===== src/core/sar_port_pkg.sv =====
package sar_port_pkg;

	////////////////////////////////////////////////////////////////////
	// timing
	localparam int CLK_NS = 10;
	localparam int CONV_HI_US = 242;
	localparam int CONV_HI_CYCLES = (CONV_HI_US * 1000 + CLK_NS - 1) / CLK_NS;
	localparam int CONV_LO_US = 280;
	localparam int LO_INSTR_CYCLES = 7;
	localparam int SLOT_COUNT = 7;
	localparam int CNT_W = 16;

	////////////////////////////////////////////////////////////////////
	// widths
	localparam int RES_W = 6;
	localparam int CH_N = 4;
	localparam logic [RES_W-1:0] SAR_MSB = 6'h20;

	////////////////////////////////////////////////////////////////////
	// register offsets
	localparam logic [3:0] REG_CTRL = 4'h0;
	localparam logic [3:0] REG_STATUS = 4'h1;
	localparam logic [3:0] REG_RESULT = 4'h2;
	localparam logic [3:0] REG_PINFUNC = 4'h3;
	localparam logic [3:0] REG_PULL = 4'h4;
	localparam logic [3:0] REG_PORTOUT = 4'h5;
	localparam logic [3:0] REG_PORTDIR = 4'h6;
	localparam logic [3:0] REG_PORTIN = 4'h7;

	////////////////////////////////////////////////////////////////////
	// field positions
	localparam int CTRL_START_BIT = 0;
	localparam int CTRL_CH_LSB = 1;
	localparam int CTRL_BUSY_BIT = 3;
	localparam int STAT_DONE_BIT = 0;
	localparam int STAT_BUSY_BIT = 1;
	localparam int PULL_UP_LSB = 4;

	////////////////////////////////////////////////////////////////////
	// reset values
	localparam logic [7:0] RST_PINFUNC = 8'h00;
	localparam logic [7:0] RST_PULL = 8'h00;
	localparam logic [3:0] RST_PORTOUT = 4'h0;
	localparam logic [3:0] RST_PORTDIR = 4'h0;
	localparam logic [1:0] RST_CHANNEL = 2'h0;

	////////////////////////////////////////////////////////////////////
	// pin functions, two bits per shared pin
	localparam logic [1:0] FN_PORT = 2'h0;
	localparam logic [1:0] FN_LCD = 2'h1;
	localparam logic [1:0] FN_ANALOG = 2'h2;
	localparam logic [1:0] FN_CD = 2'h3;

	typedef enum logic [1:0] {
		ST_IDLE = 2'b01,
		ST_CONV = 2'b10
	} conv_state_e;

endpackage


===== src/core/sar_port_six_control.sv =====
// The implementer's own choices: the register addresses and the plain strobed port.
`timescale 1ns/100ps
`default_nettype none
// What this block does
// - six-bit successive approximation result on one of four channels
// - fast crystal clock: conversion lasts 242 us from start to result
// - slow crystal clock: conversion lasts seven instruction cycles, 280 us
// - each shared pin has its own writable analog input selection
// - port-input pins get individually enabled pull-up or pull-down
// - each shared pin routes to port, LCD segment, analog or CD signal
module sar_port_six_control
	import sar_port_pkg::*;
#(
	parameter int CONV_HI = CONV_HI_CYCLES
)
(
	// clock, reset, enable
	input wire logic clk,
	input wire logic rst,
	input wire logic ce,
	// register port
	input wire logic [3:0] regAddr,
	input wire logic [7:0] regWdata,
	input wire logic regWr,
	input wire logic regRd,
	output logic [7:0] regRdata,
	// cpu clock source and instruction strobe
	input wire logic lowClkMode,
	input wire logic instrTick,
	// analog front end
	input wire logic compHigh,
	output logic [RES_W-1:0] dacCode,
	output logic [1:0] analogChannel,
	output logic [CH_N-1:0] analogSwEn,
	// shared pins
	input wire logic [CH_N-1:0] padIn,
	output logic [CH_N-1:0] padOut,
	output logic [CH_N-1:0] padOe,
	output logic [CH_N-1:0] pullUpEn,
	output logic [CH_N-1:0] pullDnEn,
	// lcd segment drive
	input wire logic [CH_N-1:0] lcdSeg,
	// cd processor signals
	input wire logic [CH_N-1:0] cdSigOut,
	input wire logic [CH_N-1:0] cdSigOe,
	output logic [CH_N-1:0] cdSigIn
);

	localparam logic [CNT_W-1:0] HI_TOTAL = CNT_W'(CONV_HI);
	localparam logic [CNT_W-1:0] HI_STEP = CNT_W'(CONV_HI / SLOT_COUNT);
	localparam logic [2:0] LO_LAST = 3'(LO_INSTR_CYCLES);

	conv_state_e state;
	logic [7:0] pinFunc;
	logic [7:0] pullCfg;
	logic [3:0] portOut;
	logic [3:0] portDir;
	logic [RES_W-1:0] result;
	logic done;
	logic [CNT_W-1:0] totalCnt;
	logic [CNT_W-1:0] stepCnt;
	logic [2:0] slot;
	logic modeLow;
	logic compMeta;
	logic compSync;
	logic [CH_N-1:0] padMeta;
	logic [CH_N-1:0] padSync;
	logic startCmd;
	logic doneClr;
	logic decide;
	logic finishConv;
	logic busy;
	logic sarFinished;
	logic [RES_W-1:0] trial;

	////////////////////////////////////////////////////////////////////
	// pin synchronisers; first stage feeds only the second
	always_ff @(posedge clk) begin
		if (rst) begin
			compMeta <= 1'b0;
			compSync <= 1'b0;
			padMeta <= '0;
			padSync <= '0;
		end else if (ce) begin
			compMeta <= compHigh;
			compSync <= compMeta;
			padMeta <= padIn;
			padSync <= padMeta;
		end
	end

	assign cdSigIn = padSync;

	////////////////////////////////////////////////////////////////////
	// command decode
	assign busy = (state == ST_CONV);
	assign startCmd = ce && regWr && regAddr == REG_CTRL &&
		regWdata[CTRL_START_BIT] && !busy;
	assign doneClr = (regWr && regAddr == REG_STATUS &&
		regWdata[STAT_DONE_BIT]) || startCmd;

	////////////////////////////////////////////////////////////////////
	// configuration registers
	always_ff @(posedge clk) begin
		if (rst) begin
			pinFunc <= RST_PINFUNC;
			pullCfg <= RST_PULL;
			portOut <= RST_PORTOUT;
			portDir <= RST_PORTDIR;
		end else if (ce && regWr) begin
			unique case (regAddr)
				REG_PINFUNC: pinFunc <= regWdata;
				REG_PULL: pullCfg <= regWdata;
				REG_PORTOUT: portOut <= regWdata[3:0];
				REG_PORTDIR: portDir <= regWdata[3:0];
				default: ;
			endcase
		end
	end

	// channel only changes with an accepted start, so a busy
	// conversion never sees its input switched under it
	always_ff @(posedge clk) begin
		if (rst) begin
			analogChannel <= RST_CHANNEL;
		end else if (startCmd) begin
			analogChannel <= regWdata[CTRL_CH_LSB+:2];
		end
	end

	////////////////////////////////////////////////////////////////////
	// conversion sequencer
	always_ff @(posedge clk) begin
		if (rst) begin
			state <= ST_IDLE;
		end else if (ce) begin
			unique case (state)
				ST_IDLE: if (startCmd) begin
					state <= ST_CONV;
				end
				ST_CONV: if (finishConv) begin
					state <= ST_IDLE;
				end
			endcase
		end
	end

	// clock source is latched at start; a mid-conversion switch is
	// ignored rather than mixing two time bases
	always_ff @(posedge clk) begin
		if (rst) begin
			modeLow <= 1'b0;
		end else if (startCmd) begin
			modeLow <= lowClkMode;
		end
	end

	always_ff @(posedge clk) begin
		if (rst) begin
			totalCnt <= '0;
			stepCnt <= '0;
			slot <= '0;
		end else if (ce) begin
			if (startCmd) begin
				totalCnt <= '0;
				stepCnt <= '0;
				slot <= '0;
			end else if (busy && !modeLow) begin
				totalCnt <= totalCnt + 1'b1;
				if (stepCnt == HI_STEP - 1'b1) begin
					stepCnt <= '0;
					slot <= slot + 1'b1;
				end else begin
					stepCnt <= stepCnt + 1'b1;
				end
			end else if (busy && instrTick) begin
				slot <= slot + 1'b1;
			end
		end
	end

	always_comb begin
		decide = 1'b0;
		finishConv = 1'b0;
		if (busy && !modeLow) begin
			decide = (stepCnt == HI_STEP - 1'b1) && (slot < 3'(RES_W));
			finishConv = (totalCnt == HI_TOTAL - 1'b1);
		end else if (busy && instrTick) begin
			decide = (slot < 3'(RES_W));
			finishConv = (slot == LO_LAST - 1'b1);
		end
	end

	sar_step_engine sarCore (
		.clk(clk),
		.rst(rst),
		.ce(ce),
		.load(startCmd),
		.decide(decide),
		.compHigh(compSync),
		.trial(trial),
		.finished(sarFinished)
	);

	assign dacCode = trial;

	////////////////////////////////////////////////////////////////////
	// result and done flag; a finishing conversion wins over a clear
	always_ff @(posedge clk) begin
		if (rst) begin
			result <= '0;
		end else if (ce && finishConv) begin
			result <= trial;
		end
	end

	always_ff @(posedge clk) begin
		if (rst) begin
			done <= 1'b0;
		end else if (ce) begin
			if (finishConv) begin
				done <= 1'b1;
			end else if (doneClr) begin
				done <= 1'b0;
			end
		end
	end

	////////////////////////////////////////////////////////////////////
	// read port, data one cycle after the strobe
	always_ff @(posedge clk) begin
		if (rst) begin
			regRdata <= '0;
		end else if (ce && regRd) begin
			unique case (regAddr)
				REG_CTRL: regRdata <= {4'h0, busy, analogChannel, 1'b0};
				REG_STATUS: regRdata <= {6'h00, busy, done};
				REG_RESULT: regRdata <= {2'h0, result};
				REG_PINFUNC: regRdata <= pinFunc;
				REG_PULL: regRdata <= pullCfg;
				REG_PORTOUT: regRdata <= {4'h0, portOut};
				REG_PORTDIR: regRdata <= {4'h0, portDir};
				REG_PORTIN: regRdata <= {4'h0, padSync};
				default: regRdata <= '0;
			endcase
		end else if (ce) begin
			regRdata <= '0;
		end
	end

	////////////////////////////////////////////////////////////////////
	// pin routing, one slice per shared pin
	for (genvar i = 0; i < CH_N; i++) begin : g_pin
		logic [1:0] fn;
		logic portIn;
		assign fn = pinFunc[2*i+:2];
		assign portIn = (fn == FN_PORT) && !portDir[i];
		always_comb begin
			unique case (fn)
				FN_PORT: begin
					padOut[i] = portOut[i];
					padOe[i] = portDir[i];
				end
				FN_LCD: begin
					padOut[i] = lcdSeg[i];
					padOe[i] = 1'b1;
				end
				FN_ANALOG: begin
					padOut[i] = 1'b0;
					padOe[i] = 1'b0;
				end
				FN_CD: begin
					padOut[i] = cdSigOut[i];
					padOe[i] = cdSigOe[i];
				end
			endcase
		end
		assign analogSwEn[i] = (fn == FN_ANALOG);
		assign pullUpEn[i] = portIn && pullCfg[i] &&
			pullCfg[PULL_UP_LSB+i];
		assign pullDnEn[i] = portIn && pullCfg[i] &&
			!pullCfg[PULL_UP_LSB+i];
	end
endmodule
`default_nettype wire


===== src/core/sar_step_engine.sv =====
`timescale 1ns/100ps
`default_nettype none
module sar_step_engine
	import sar_port_pkg::*;
(
	// clock, reset and enable
	input wire logic clk,
	input wire logic rst,
	input wire logic ce,
	// sequencing
	input wire logic load,
	input wire logic decide,
	input wire logic compHigh,
	// trial code, final once all bits decided
	output logic [RES_W-1:0] trial,
	output logic finished
);

	logic [RES_W-1:0] mask;

	////////////////////////////////////////////////////////////////////
	// keep the bit under test when the input is above the trial level
	always_ff @(posedge clk) begin
		if (rst) begin
			trial <= '0;
			mask <= '0;
		end else if (ce) begin
			if (load) begin
				trial <= SAR_MSB;
				mask <= SAR_MSB;
			end else if (decide && mask != '0) begin
				trial <= (compHigh ? trial : (trial & ~mask)) | (mask >> 1);
				mask <= mask >> 1;
			end
		end
	end

	assign finished = (mask == '0);

endmodule
`default_nettype wire


===== config.mk =====
export PLATFORM = sky130hd
export DESIGN_NAME = sar_port_six_control
export DESIGN_NICKNAME = d
export VERILOG_FILES = /design/src/core/sar_port_pkg.sv /design/src/core/sar_port_six_control.sv /design/src/core/sar_step_engine.sv
export SDC_FILE = /design/constraint.sdc
export NUM_CORES = 1
export LEC_CHECK = 0
export BUFFER_PORTS_ARGS = -buffer_cell sky130_fd_sc_hd__buf_4
export CORE_ASPECT_RATIO = 1.4
export CORE_MARGIN = 2
export CORE_UTILIZATION = 60
export CTS_CLUSTER_DIAMETER = 50
export DETAILED_ROUTE_END_ITERATION = 10
export PLACE_DENSITY_LB_ADDON = 0.25
export SYNTH_ARGS = -nofsm -noshare
export SYNTH_HDL_FRONTEND = slang
export SYNTH_SLANG_ARGS = --single-unit

===== constraint.sdc =====
create_clock -name clk -period 3.3 [get_ports clk]
set_input_delay 0.66 -clock clk [delete_from_list [all_inputs] [get_ports clk]]
set_output_delay 0.66 -clock clk [all_outputs]
set_load 0.01 [all_outputs]

# [Yosys cells after proc, flatten, opt, wreduce, memory -nomap -nowiden]
# Index checks and enable logic that the tools add are counted.
[word_totals] register_bits=101 latch_bits=0 ram_bits=0 mem_bits_ro=0 in_bits=36 output_inout_bits=40 word_cells=146 memories=0
[classes] add_sub_neg=3 multipliers=0 div_mod_pow=0 n_lt_le_gt_ge=1 eq_ne=27 n_shift=0 muxes=34 n_bitwise=3 reduce_logical=59
[ops] operator="two-way mux 16 bit" count=5
[ops] operator="one-hot mux 8 bit (8 select lines)" count=1
[ops] operator="adder 16 x 1 -> 16 bit, second input constant" count=2
[ops] operator="one-hot mux 1 bit (4 select lines)" count=8
[ops] operator="two-way mux 6 bit" count=5
[ops] operator="logical AND 1 bit" count=28
[ops] operator="== test 2 bit, second input constant" count=9
[ops] operator="== test 16 x 12 -> 1 bit, second input constant" count=1
[ops] operator="== test 16 x 15 -> 1 bit, second input constant" count=1
[ops] operator="== test 4 x 3 -> 1 bit, second input constant" count=4
[ops] operator="two-way mux 8 bit" count=2
[ops] operator="AND reduction 2 bit" count=7
[ops] operator="two-way mux 3 bit" count=4
[ops] operator="== test 2 x 1 -> 1 bit, second input constant" count=5
[ops] operator="zero test 1 bit" count=10
[ops] operator="== test 4 x 2 -> 1 bit, second input constant" count=2
[ops] operator="zero test 2 bit" count=4
[ops] operator="nonzero test 2 bit" count=4
[ops] operator="bitwise AND 6 bit" count=1
[ops] operator="two-way mux 1 bit" count=6
[ops] operator="inverter 6 bit" count=1
[ops] operator="bitwise OR 6 x 5 -> 6 bit" count=1
[ops] operator="AND reduction 3 bit" count=2
[ops] operator="nonzero test 6 bit" count=1
[ops] operator="11 further kinds" count=13

# [Longest topological paths before layout]
# Gate-level depths: netlist (run 1).
[depth] word_depth=7 ltp_mapped=8 mapped_depth_nobuf=7

# [Hierarchy]
# From an unflattened synthesis (run 1), not the netlist that was laid out.
[hier_totals] hier_cells=573 hier_area_um2=5044.8
[modules_own_cells] module="sar_port_six_control" n_inst=1 cells_each=513 area_per_inst_um2=4488.1 seq_area_each_um2=1781.7
[modules_own_cells] module="sar_step_engine" n_inst=1 cells_each=60 area_per_inst_um2=556.8 seq_area_each_um2=240.2

# [Least setup slack after synthesis (run 1)]
# No wires, ideal clock.
[synth_path] path_type="in2reg" start="input port regAddr[3]" end="register stepCnt[6]" setup_ns=0.066 arrival_ns=2.315 required_time_ns=3.234 slack_ns=0.919 stages=6 path_buffers=1 path_cell_list="buf_6 > or3b_4 > o31ai_4 > nand2_4 > or4_4 > a21oi_2"
[synth_between] elab_chain_len=6 word_cells_on_any_way=7 classes_between="mux (1); reduce/logical (6)"
[synth_rtl] element="from (decl)" line="sar_port_six_control.sv:22" source="input wire logic [3:0] regAddr,"
[synth_rtl] element="zero test 4 bit *" line="sar_port_six_control.sv:97" source="assign startCmd = ce && regWr && regAddr == REG_CTRL &&"
[synth_rtl] element="logical AND 1 bit * (2 in a row)" line="sar_port_six_control.sv:97"
[synth_rtl] element="logical AND 1 bit *" line="sar_port_six_control.sv:98" source="regWdata[CTRL_START_BIT] && !busy;"
[synth_rtl] element="nonzero test 2 bit (no line)"
[synth_rtl] element="AND reduction 2 bit (no line)"
[synth_rtl] element="to (signal assigned)" line="sar_port_six_control.sv:174" source="stepCnt <= stepCnt + 1'b1;"
[synth_rtl] element="to (decl)" line="sar_port_six_control.sv:61" source="logic [CNT_W-1:0] stepCnt;"
# Mark *: on every way between the ends. The rest lies on a longest branch, timed or not.
# A chain may end at the register's enable or synchronous reset.

# [Worst setup path in the final report (run 1)]
[layout_path] start="input port regAddr[2]" end="register totalCnt[13]"
[layout_between] elab_chain_len=6 word_cells_on_any_way=7 classes_between="mux (1); reduce/logical (6)"
[layout_rtl] element="zero test 4 bit *" line="sar_port_six_control.sv:97"
[layout_rtl] element="logical AND 1 bit * (2 in a row)" line="sar_port_six_control.sv:97"
[layout_rtl] element="logical AND 1 bit *" line="sar_port_six_control.sv:98"
[layout_rtl] element="nonzero test 2 bit (no line)"
[layout_rtl] element="AND reduction 2 bit (no line)"
[layout_rtl] element="to (signal assigned)" line="sar_port_six_control.sv:169" source="totalCnt <= totalCnt + 1'b1;"
[layout_rtl] element="to (decl)" line="sar_port_six_control.sv:60" source="logic [CNT_W-1:0] totalCnt;"
# Marks and branches as above.

==> metrics.txt, run 1 <==
status=finished clean; Reg clk slew, reported paths=0.07 ns; layout cells sized above 1=0.202; final hold violations=0; Yosys top cell area share=0.408; count leader, synth=dfxtp_1; Inst Count DP=716; hold_buf cts=0; time the worst path needs with I/O delays and setup=between 2 and 2.5 ns; DRC=0; synthesized cell area=4950 um^2; first-pass GRT wire length=20.8 mm; # fillers=625; Die Ht=112 um; Worst Path Max Fanout=16; largest cells by area after synthesis=dfxtp_1 41%, mux2i_1 9.3%, nor2_1 6.7%, nand2_1 2.7%, nand3_1 2.7%; Multi-input gate area=between 2000 and 3000 um^2; io pins=between 70 and 80; Avg Inst Size Synth=8.91 um^2; Yosys top cell by area=dfxtp_1; DR iter-0 viols=384; Post-synth top cells=101 x dfxtp_1, 88 x nor2_1, 46 x mux2i_1; CP Capture Type=flop; crit path DAT=2.66 ns; Flop pwr share=0.510; WL per Instance=~17 um; cell-internal power=0.00183 W; Post-synth EDFFs=0; Max Fclk=around 420 MHz; total global routing overflow=0; clk sinks=approximately 100; Area Overhead vs Synth=18.8%; Mapped Nets=~600; Startpoint Class=input port; post-CTS setup buffers=0; dpl ws=0.560 ns; share of flip-flops with an asynchronous set or reset after synthesis=0; core area=8100 um^2; vias in the first global route=4299; PwrDens=413 nW/um^2; clock share of power=0.425; hpwl dp=just over 9 mm; Slew headroom=0.240; starting density of the core=0.612; port bufs=75; fin worst setup slack=0.904 ns; non-filler cells, final=about 730; sw power=0.000603 W; clk buf depth=2; Worst Path Required=3.57 ns; Final Setup Violations=0; NumNets Final=666; Vias=4409; largest net degree at the start of global routing=64; Synth Warn #=0; DIE AREA=9010 um^2; antenna diode count=0; fin. max-slew vios=0; CTS tree=yes; GRT Overall Usage=0.293; Vias/cell=6.02; Leak Pwr=2.25 nW; sum of negative setup slack=0 ns; Synth cell types=70; Final period util=0.726; flop and latch count out of synthesis=101; CTS Buf Count=9; Combinational Power Share=0.065; # H-tree levels=3; post-synthesis sequential area ratio=0.408; root buffer cell=clkbuf_16; Slew @ Worst Pin=between 1 and 1.5 ns; worst skew pair latency=0.35 ns; maximum vdd ir drop=between 0.3 and 0.4 mV; RSZ-0062 raised after global routing=false; Register Area=2020 um^2; Hold Crit Class=flop to flop; sw frac=0.248; Gates resized, CTS repair=0; Post-Route WL=12.5 mm; max capacitance violation total=0; drt pass-1 iters=5; skew final=between 0.008 and 0.009 ns; initial antenna violation count=0; post-route core utilization=0.726; number of core rows=39; Routed Antenna Nets=0; Mapped Cells=556; top_reg_cell synth=dfxtp_1; Routability Congestion=0.895; critical setup path kind=input port to flop; Die W=80.8 um
cell families (layout without fill, tap and decap cells):
family,Yosys count,after routing,share of synthesized area
AOI/OAI and AO/OA,97,97,0.139
muxes,55,55,0.123
DFF,101,101,0.408
xor gates and xnor gates,20,20,0.0354
buffers and inverters,42,116,0.0341
and+or+nand+nor,236,236,0.248
adders and majority gates,5,5,0.0126
power by group through the flow:
stage	Combinational, W	Sequential (W)	Clock [W]
2_1_floorplan	0.0000877	0.00127	0
6_report	0.000158	0.00124	0.00103
3_3_place_gp	0.000153	0.00127	0
4_1_cts	0.000158	0.00124	0.00105
3_5_place_dp	0.000158	0.00127	0
5_1_grt	0.000173	0.00124	0.00110
per-stage QoR:
step | hold slack (ns) | total power (W) | area (um^2)
3_3_place_gp | 0.468 | 0.00142 | 5600
6_report | 0.483 | 0.00243 | 5880
4_1_cts | 0.486 | 0.00245 | 5880
5_1_grt | 0.497 | 0.00252 | 5880
2_1_floorplan | 0.452 | 0.00135 | 4950
3_5_place_dp | 0.478 | 0.00143 | 5600
layout make-up:
type	count	share of cell area
Multi-Input combinational cell	413	0.469
Timing Repair Buffer	82	0.105
Clock buffer	9	0.0383
Clock inverter	7	0.0108
Tap cell	102	0.0217
Sequential cell	101	0.344
Inverter	18	0.0115
flip-flops by register name, summed over array words and instances (netlist names), 6 cells and up:
signal         count
pullCfg            8
totalCnt          16
result             6
regRdata           8
stepCnt           16
sarCore.trial      6
sarCore.mask       6
pinFunc            8
critical path: stages:
cell	delay [ns]
buf_4	0.17
nor3b_2	0.33
a31oi_2	0.37
or4b_4	0.65
or3_1	0.33
a21oi_1	0.16
per-layer routing:
layer,routed length (um),track usage,share of wire,vias to the layer above
met5,0,0,0,-
met4,512,0.133,0.041,0
met3,512,0.0535,0.041,31
met2,6410,0.499,0.51,142
met1,5030,0.352,0.40,2076
li1,-,-,-,2160
cells in the final DEF (no fill, tap or decap), drive strengths merged, types with 9 or more instances in the layout:
| cell type | n |
|---|---|
| dfxtp | 101 |
| nor2 | 89 |
| buf | 82 |
| mux2i | 46 |
| nand2 | 37 |
| nand3 | 27 |
| a21oi | 25 |
| inv | 22 |
| o21ai | 16 |
| xnor2 | 14 |
| nor3 | 13 |
| nand4 | 11 |
| clkbuf | 9 |
worst paths after layout:
path / from / end / slack [ns] / depth (start not counted)
max: regAddr[2] / totalCnt[13]$_SDFFE_PP0P_ / 0.90 / 6
max reg2reg: state[1]$_SDFFE_PP0P_ / totalCnt[13]$_SDFFE_PP0P_ / 0.91 / 5
min reg2reg: regRdata[0]$_SDFFE_PP0P_ / regRdata[0]$_SDFFE_PP0P_ / 0.48 / 2
min: regRdata[0]$_SDFFE_PP0P_ / regRdata[0]$_SDFFE_PP0P_ / 0.48 / 2
Power figures use the tool's default switching activity.
==> run 2: changes to the inputs <==
--- a/config.mk
+++ b/config.mk
@@ -8,7 +8,7 @@
 export BUFFER_PORTS_ARGS = -buffer_cell sky130_fd_sc_hd__buf_4
 export CORE_ASPECT_RATIO = 1.4
 export CORE_MARGIN = 2
-export CORE_UTILIZATION = 60
+export CORE_UTILIZATION = 57
 export CTS_CLUSTER_DIAMETER = 50
 export DETAILED_ROUTE_END_ITERATION = 10
 export PLACE_DENSITY_LB_ADDON = 0.25
==> constraint.sdc (replaced) <==
create_clock -name clk -period 2.4 [get_ports clk]
set_input_delay 0.48 -clock clk [delete_from_list [all_inputs] [get_ports clk]]
set_output_delay 0.48 -clock clk [all_outputs]
set_load 0.01 [all_outputs]
==> run 2 against run 1 <==
Final cell count increased by 3.3%. Final area up 3.0%. Critical path depth rose by 2. Sequential share of layout area shrank 0.99 points. Via count is 3.0% higher. Flip-flop and latch count is the same. Non-clock buffer count rose by 21. Total power increased by 41%. Core utilization is 1.4 points lower. Critical path type is now flop to flop. Highest routed layer unchanged.
==> metrics.txt, run 2 (same netlist as run 1, synthesis figures left out) <==
status=finished clean; time the worst path needs with I/O delays and setup=approximately 2.2 ns; worst path bufs/invs=2; biggest regs=stepCnt (16), totalCnt (16); antenna diode count=0; io pins=76; Combinational Power Share=0.068; PwrDens=between 500 and 600 nW/um^2; Leak Pwr=2.37 nW; Vias/cell=6.01; sw power=0.000786 W; Startpoint Class=flop; Worst Path Required=2.62 ns; clock share of power=0.434; DIE AREA=9460 um^2; Routed Antenna Nets=0; NumNets Final=687; root buffer cell=clkbuf_16; Slew headroom=0.538; Cell Chain, Critical Path=inv_1, ha_1, or3b_2, nor4_2, o21ai_1, buf_4, nor2_2, o21ai_0; DR iter-0 viols=263; cell-internal power=0.00264 W; Inst Count DP=740; largest net degree at the start of global routing=33; Final Setup Violations=0; CTS tree=yes; cell family with most CP delay=simple AND/OR/NAND/NOR gates; vias in the first global route=4353; clk sinks=101; core area=8510 um^2; most common cell after layout, fill and taps aside=buf_4; hpwl dp=9.45 mm; Die Ht=114 um; DRC=0; initial antenna violation count=0; first-pass GRT wire length=20.6 mm; WL per Instance=about 17 um; starting density of the core=0.582; non-filler cells, final=756; maximum vdd ir drop=0.384 mV; crit path DAT=2.37 ns; Hold Crit Class=input port to flop; Routability Congestion=0.878; number of core rows=40; Flop pwr share=0.498; clk buf depth=2; drt pass-1 iters=5; fin. max-slew vios=0; CTS Buf Count=9; critical setup path kind=flop to flop; Die W=~83 um; Overall Power=0.00342 W; commonest non-fill, non-tap cells in the layout=103 x buf_4, 101 x dfxtp_1, 88 x nor2_1; skew final=0.0111 ns; port bufs=75; layout cells sized above 1=0.226; Vias=roughly 4500; total global routing overflow=0; post-route core utilization=0.712; sw frac=0.230; Area Overhead vs Synth=22.3%; hold_buf cts=0; Reg clk slew, reported paths=about 0.07 ns; GRT Overall Usage=0.283; slowest stage delay, CP=0.45 ns; max capacitance violation total=0; Gates resized, CTS repair=0; # H-tree levels=3; Final period util=0.897; final hold violations=0; Slew @ Worst Pin=0.687 ns; Slowest-stage cell, CP=or3b_2; Post-Route WL=12.8 mm; RSZ-0062 raised after global routing=false; sum of negative setup slack=0 ns; Worst Path Max Fanout=10; post-CTS setup buffers=0; Max Fclk=between 400 and 500 MHz; CP Capture Type=flop; worst skew pair latency=~0.35 ns
run 2: final timing paths:
check	startpoint	end	slack [ns]	cells past startpoint
setup / recovery	stepCnt[0]$_SDFFE_PP0P_	sarCore.trial[1]$_SDFFE_PP0P_	0.25	8
hold / removal	padIn[0]	padMeta[0]$_SDFFE_PP0P_	0.37	3
hold reg to reg	regRdata[3]$_SDFFE_PP0P_	regRdata[3]$_SDFFE_PP0P_	0.48	2
setup reg to reg	stepCnt[0]$_SDFFE_PP0P_	sarCore.trial[1]$_SDFFE_PP0P_	0.25	8
run 2: power by group through the flow:
stage,logic [W],clock network (W),registers (W)
after floorplan,0.000121,0,0.00174
after global placement,0.000225,0,0.00174
after detailed placement,0.000231,0,0.00174
after CTS,0.000232,0.00150,0.00170
after global routing,0.000251,0.00155,0.00171
final,0.000232,0.00148,0.00171
run 2: through the flow:
step	hold slack, ns	setup slack [ns]	area, um^2
finish	0.368	0.248	6060
global route	0.374	0.0912	6060
CTS	0.366	0.272	6060
detailed placement	0.460	0.214	5760
global placement	0.453	0.244	5760
floorplan	0.452	0.199	4950
run 2: layer usage:
metal | part of all wire | GRT usage
met1 | 0.39 | 0.320
met3 | 0.043 | 0.0576
met5 | 0 | 0
met4 | 0.034 | 0.132
met2 | 0.53 | 0.496
run 2: worst register-to-register path, delay by kind of cell, from the launching register on:
family | cells | cell delay, ns
AOI/OAI and AO/OA | 2 | 0.29
adders and majority gates | 1 | 0.14
buffers and inverters | 2 | 0.29
DFF | 1 | 0.33
and+or+nand+nor | 3 | 0.98
run 2: final cells by class:
type / instances / area [um^2]
repair buffers: 103 / 773
flip-flops and latches: 101 / 2020
fillers: 677 / 2450
clock buffers: 11 / 243
clock inverters: 5 / 60.1
multi-input cells: 413 / 2760
well taps: 105 / 131
inverters: 18 / 67.6
==> run 3: changes to the inputs <==
--- a/config.mk
+++ b/config.mk
@@ -12,6 +12,7 @@
 export CTS_CLUSTER_DIAMETER = 50
 export DETAILED_ROUTE_END_ITERATION = 10
 export PLACE_DENSITY_LB_ADDON = 0.25
+export RECOVER_POWER = 100
 export SYNTH_ARGS = -nofsm -noshare
 export SYNTH_HDL_FRONTEND = slang
 export SYNTH_SLANG_ARGS = --single-unit
==> run 3 against run 2 <==
Clock skew decreased by 0.00055 ns. Die area unchanged. Non-clock buffer count unchanged. Fmax decreased by 1.7%. Final cell count unchanged. Hold slack improved by 0.0018 ns. Core utilization decreased by 2.6 points. Total power decreased by 0.58%. Via count decreased by 0.37%. Register-to-register slack got worse by 0.04 ns. First-iteration DRC count increased by 17%. Highest routed layer unchanged.
==> metrics.txt, run 3 (same netlist as run 1, synthesis figures left out) <==
status=finished clean; maximum vdd ir drop=around 0.38 mV; drt pass-1 iters=4; biggest regs=stepCnt (16), totalCnt (16); NumNets Final=687; Reg clk slew, reported paths=0.07 ns; dpl ws=roughly 0.21 ns; Critical path origin=stepCnt[0]$_SDFFE_PP0P_; commonest non-fill, non-tap cells in the layout=101 x dfxtp_1, 88 x nor2_1, 52 x buf_4; clk buf depth=2; sw power=roughly 0.00078 W; critical setup path kind=flop to flop; Routed Antenna Nets=0; Slew @ Worst Pin=1.35 ns; # H-tree levels=3; Combinational Power Share=0.065; CTS Buf Count=9; first-pass GRT wire length=slightly above 20 mm; global-route track usage on met3=0.0576; skew final=around 0.011 ns; sum of negative setup slack=0 ns; crit path DAT=2.42 ns; max capacitance violation total=0; WL per Instance=16.9 um; DIE AREA=9460 um^2; Finished Cell Area=5830 um^2; final hold slack=0.369 ns; Routability Congestion=0.878; post-CTS setup buffers=0; fin. max-slew vios=0; # fillers=734; clk sinks=101; root buffer cell=clkbuf_16; Die W=between 80 and 90 um; Register Area=2020 um^2; CP Capture Type=flop; final hold violations=0; hpwl dp=9.45 mm; met2 Resource Use GR=0.496; Vias/cell=5.99; fin worst setup slack=0.211 ns; CTS tree=yes; DRC=0; hold_buf cts=0; Overall Power=0.00340 W; Slew headroom=0.102; starting density of the core=0.582; Multi-input gate area=around 2700 um^2; Flop pwr share=0.501; largest net degree at the start of global routing=33; core area=8510 um^2; vias in the first global route=4353; Final Setup Violations=0; Max Fclk=457 MHz; Worst Path Required=~2.6 ns; Gates resized, CTS repair=0; initial antenna violation count=0; antenna diode count=0; Post-Route WL=roughly 13 mm; Area Overhead vs Synth=17.8%; io pins=76; Final period util=0.912; sw frac=0.228; port bufs=75; PwrDens=583 nW/um^2; time the worst path needs with I/O delays and setup=2.19 ns; layout cells sized above 1=0.140; clock share of power=0.434; launch point of the worst reg-to-reg path=stepCnt[0]$_SDFFE_PP0P_; total global routing overflow=0; Die Ht=approximately 110 um; Startpoint Class=flop; Hold Crit Class=input port to flop; hold path startpoint=padIn[0]; number of core rows=40; Leak Pwr=2.14 nW; GRT met1 Usage=0.320; cell-internal power=around 0.0026 W; Most Crowded Layer GR=met2; DR iter-0 viols=roughly 310; Vias=4525; RSZ-0062 raised after global routing=false; Post-DP Area=5760 um^2; most common cell after layout, fill and taps aside=dfxtp_1; worst skew pair latency=0.35 ns; GRT Overall Usage=0.283; Worst Path Max Fanout=5
-- run 3: worst paths after layout --
| check | cells past startpoint | slack (ns) | end |
|---|---|---|---|
| setup / recovery | 7 | 0.21 | sarCore.trial[0]$_SDFFE_PP0P_ |
| hold / removal | 3 | 0.37 | padMeta[0]$_SDFFE_PP0P_ |
| hold reg to reg | 2 | 0.48 | regRdata[3]$_SDFFE_PP0P_ |
| setup reg to reg | 7 | 0.21 | sarCore.trial[0]$_SDFFE_PP0P_ |
-- run 3: layout make-up --
cell class	count	share of cell area
tap	105	0.0225
multi-input combinational	413	0.468
timing repair buffer	103	0.0999
clock buffer	11	0.0416
sequential	101	0.347
clock inverter	5	0.0103
inverter	18	0.0116
-- run 3: power groups by stage --
stage / logic, W / clock network (W) / registers, W
2_1_floorplan: 0.000121 / 0 / 0.00174
3_3_place_gp: 0.000225 / 0 / 0.00174
3_5_place_dp: 0.000231 / 0 / 0.00174
4_1_cts: 0.000232 / 0.00150 / 0.00170
5_1_grt: 0.000239 / 0.00155 / 0.00171
6_report: 0.000220 / 0.00148 / 0.00171
-- run 3: per-stage QoR --
step           std cells   util
2_1_floorplan        556      -
6_report             756  0.686
3_3_place_gp         740  0.677
5_1_grt              756  0.686
4_1_cts              756  0.712
3_5_place_dp         740  0.677
-- run 3: metal layers --
| metal | up-vias | wire length (um) |
|---|---|---|
| met3 | 27 | 532 |
| li1 | 2192 | - |
| met4 | 0 | 450 |
| met1 | 2172 | 5000 |
| met2 | 134 | 6770 |
| met5 | - | 0 |
-- run 3: worst max-delay path: stages, from the launching register on --
cell     delay, ns
dfxtp_1       0.33
inv_1         0.09
ha_1          0.14
or3b_2        0.45
nor4_2        0.28
o21ai_1       0.17
or2_0         0.34
a31o_2        0.28
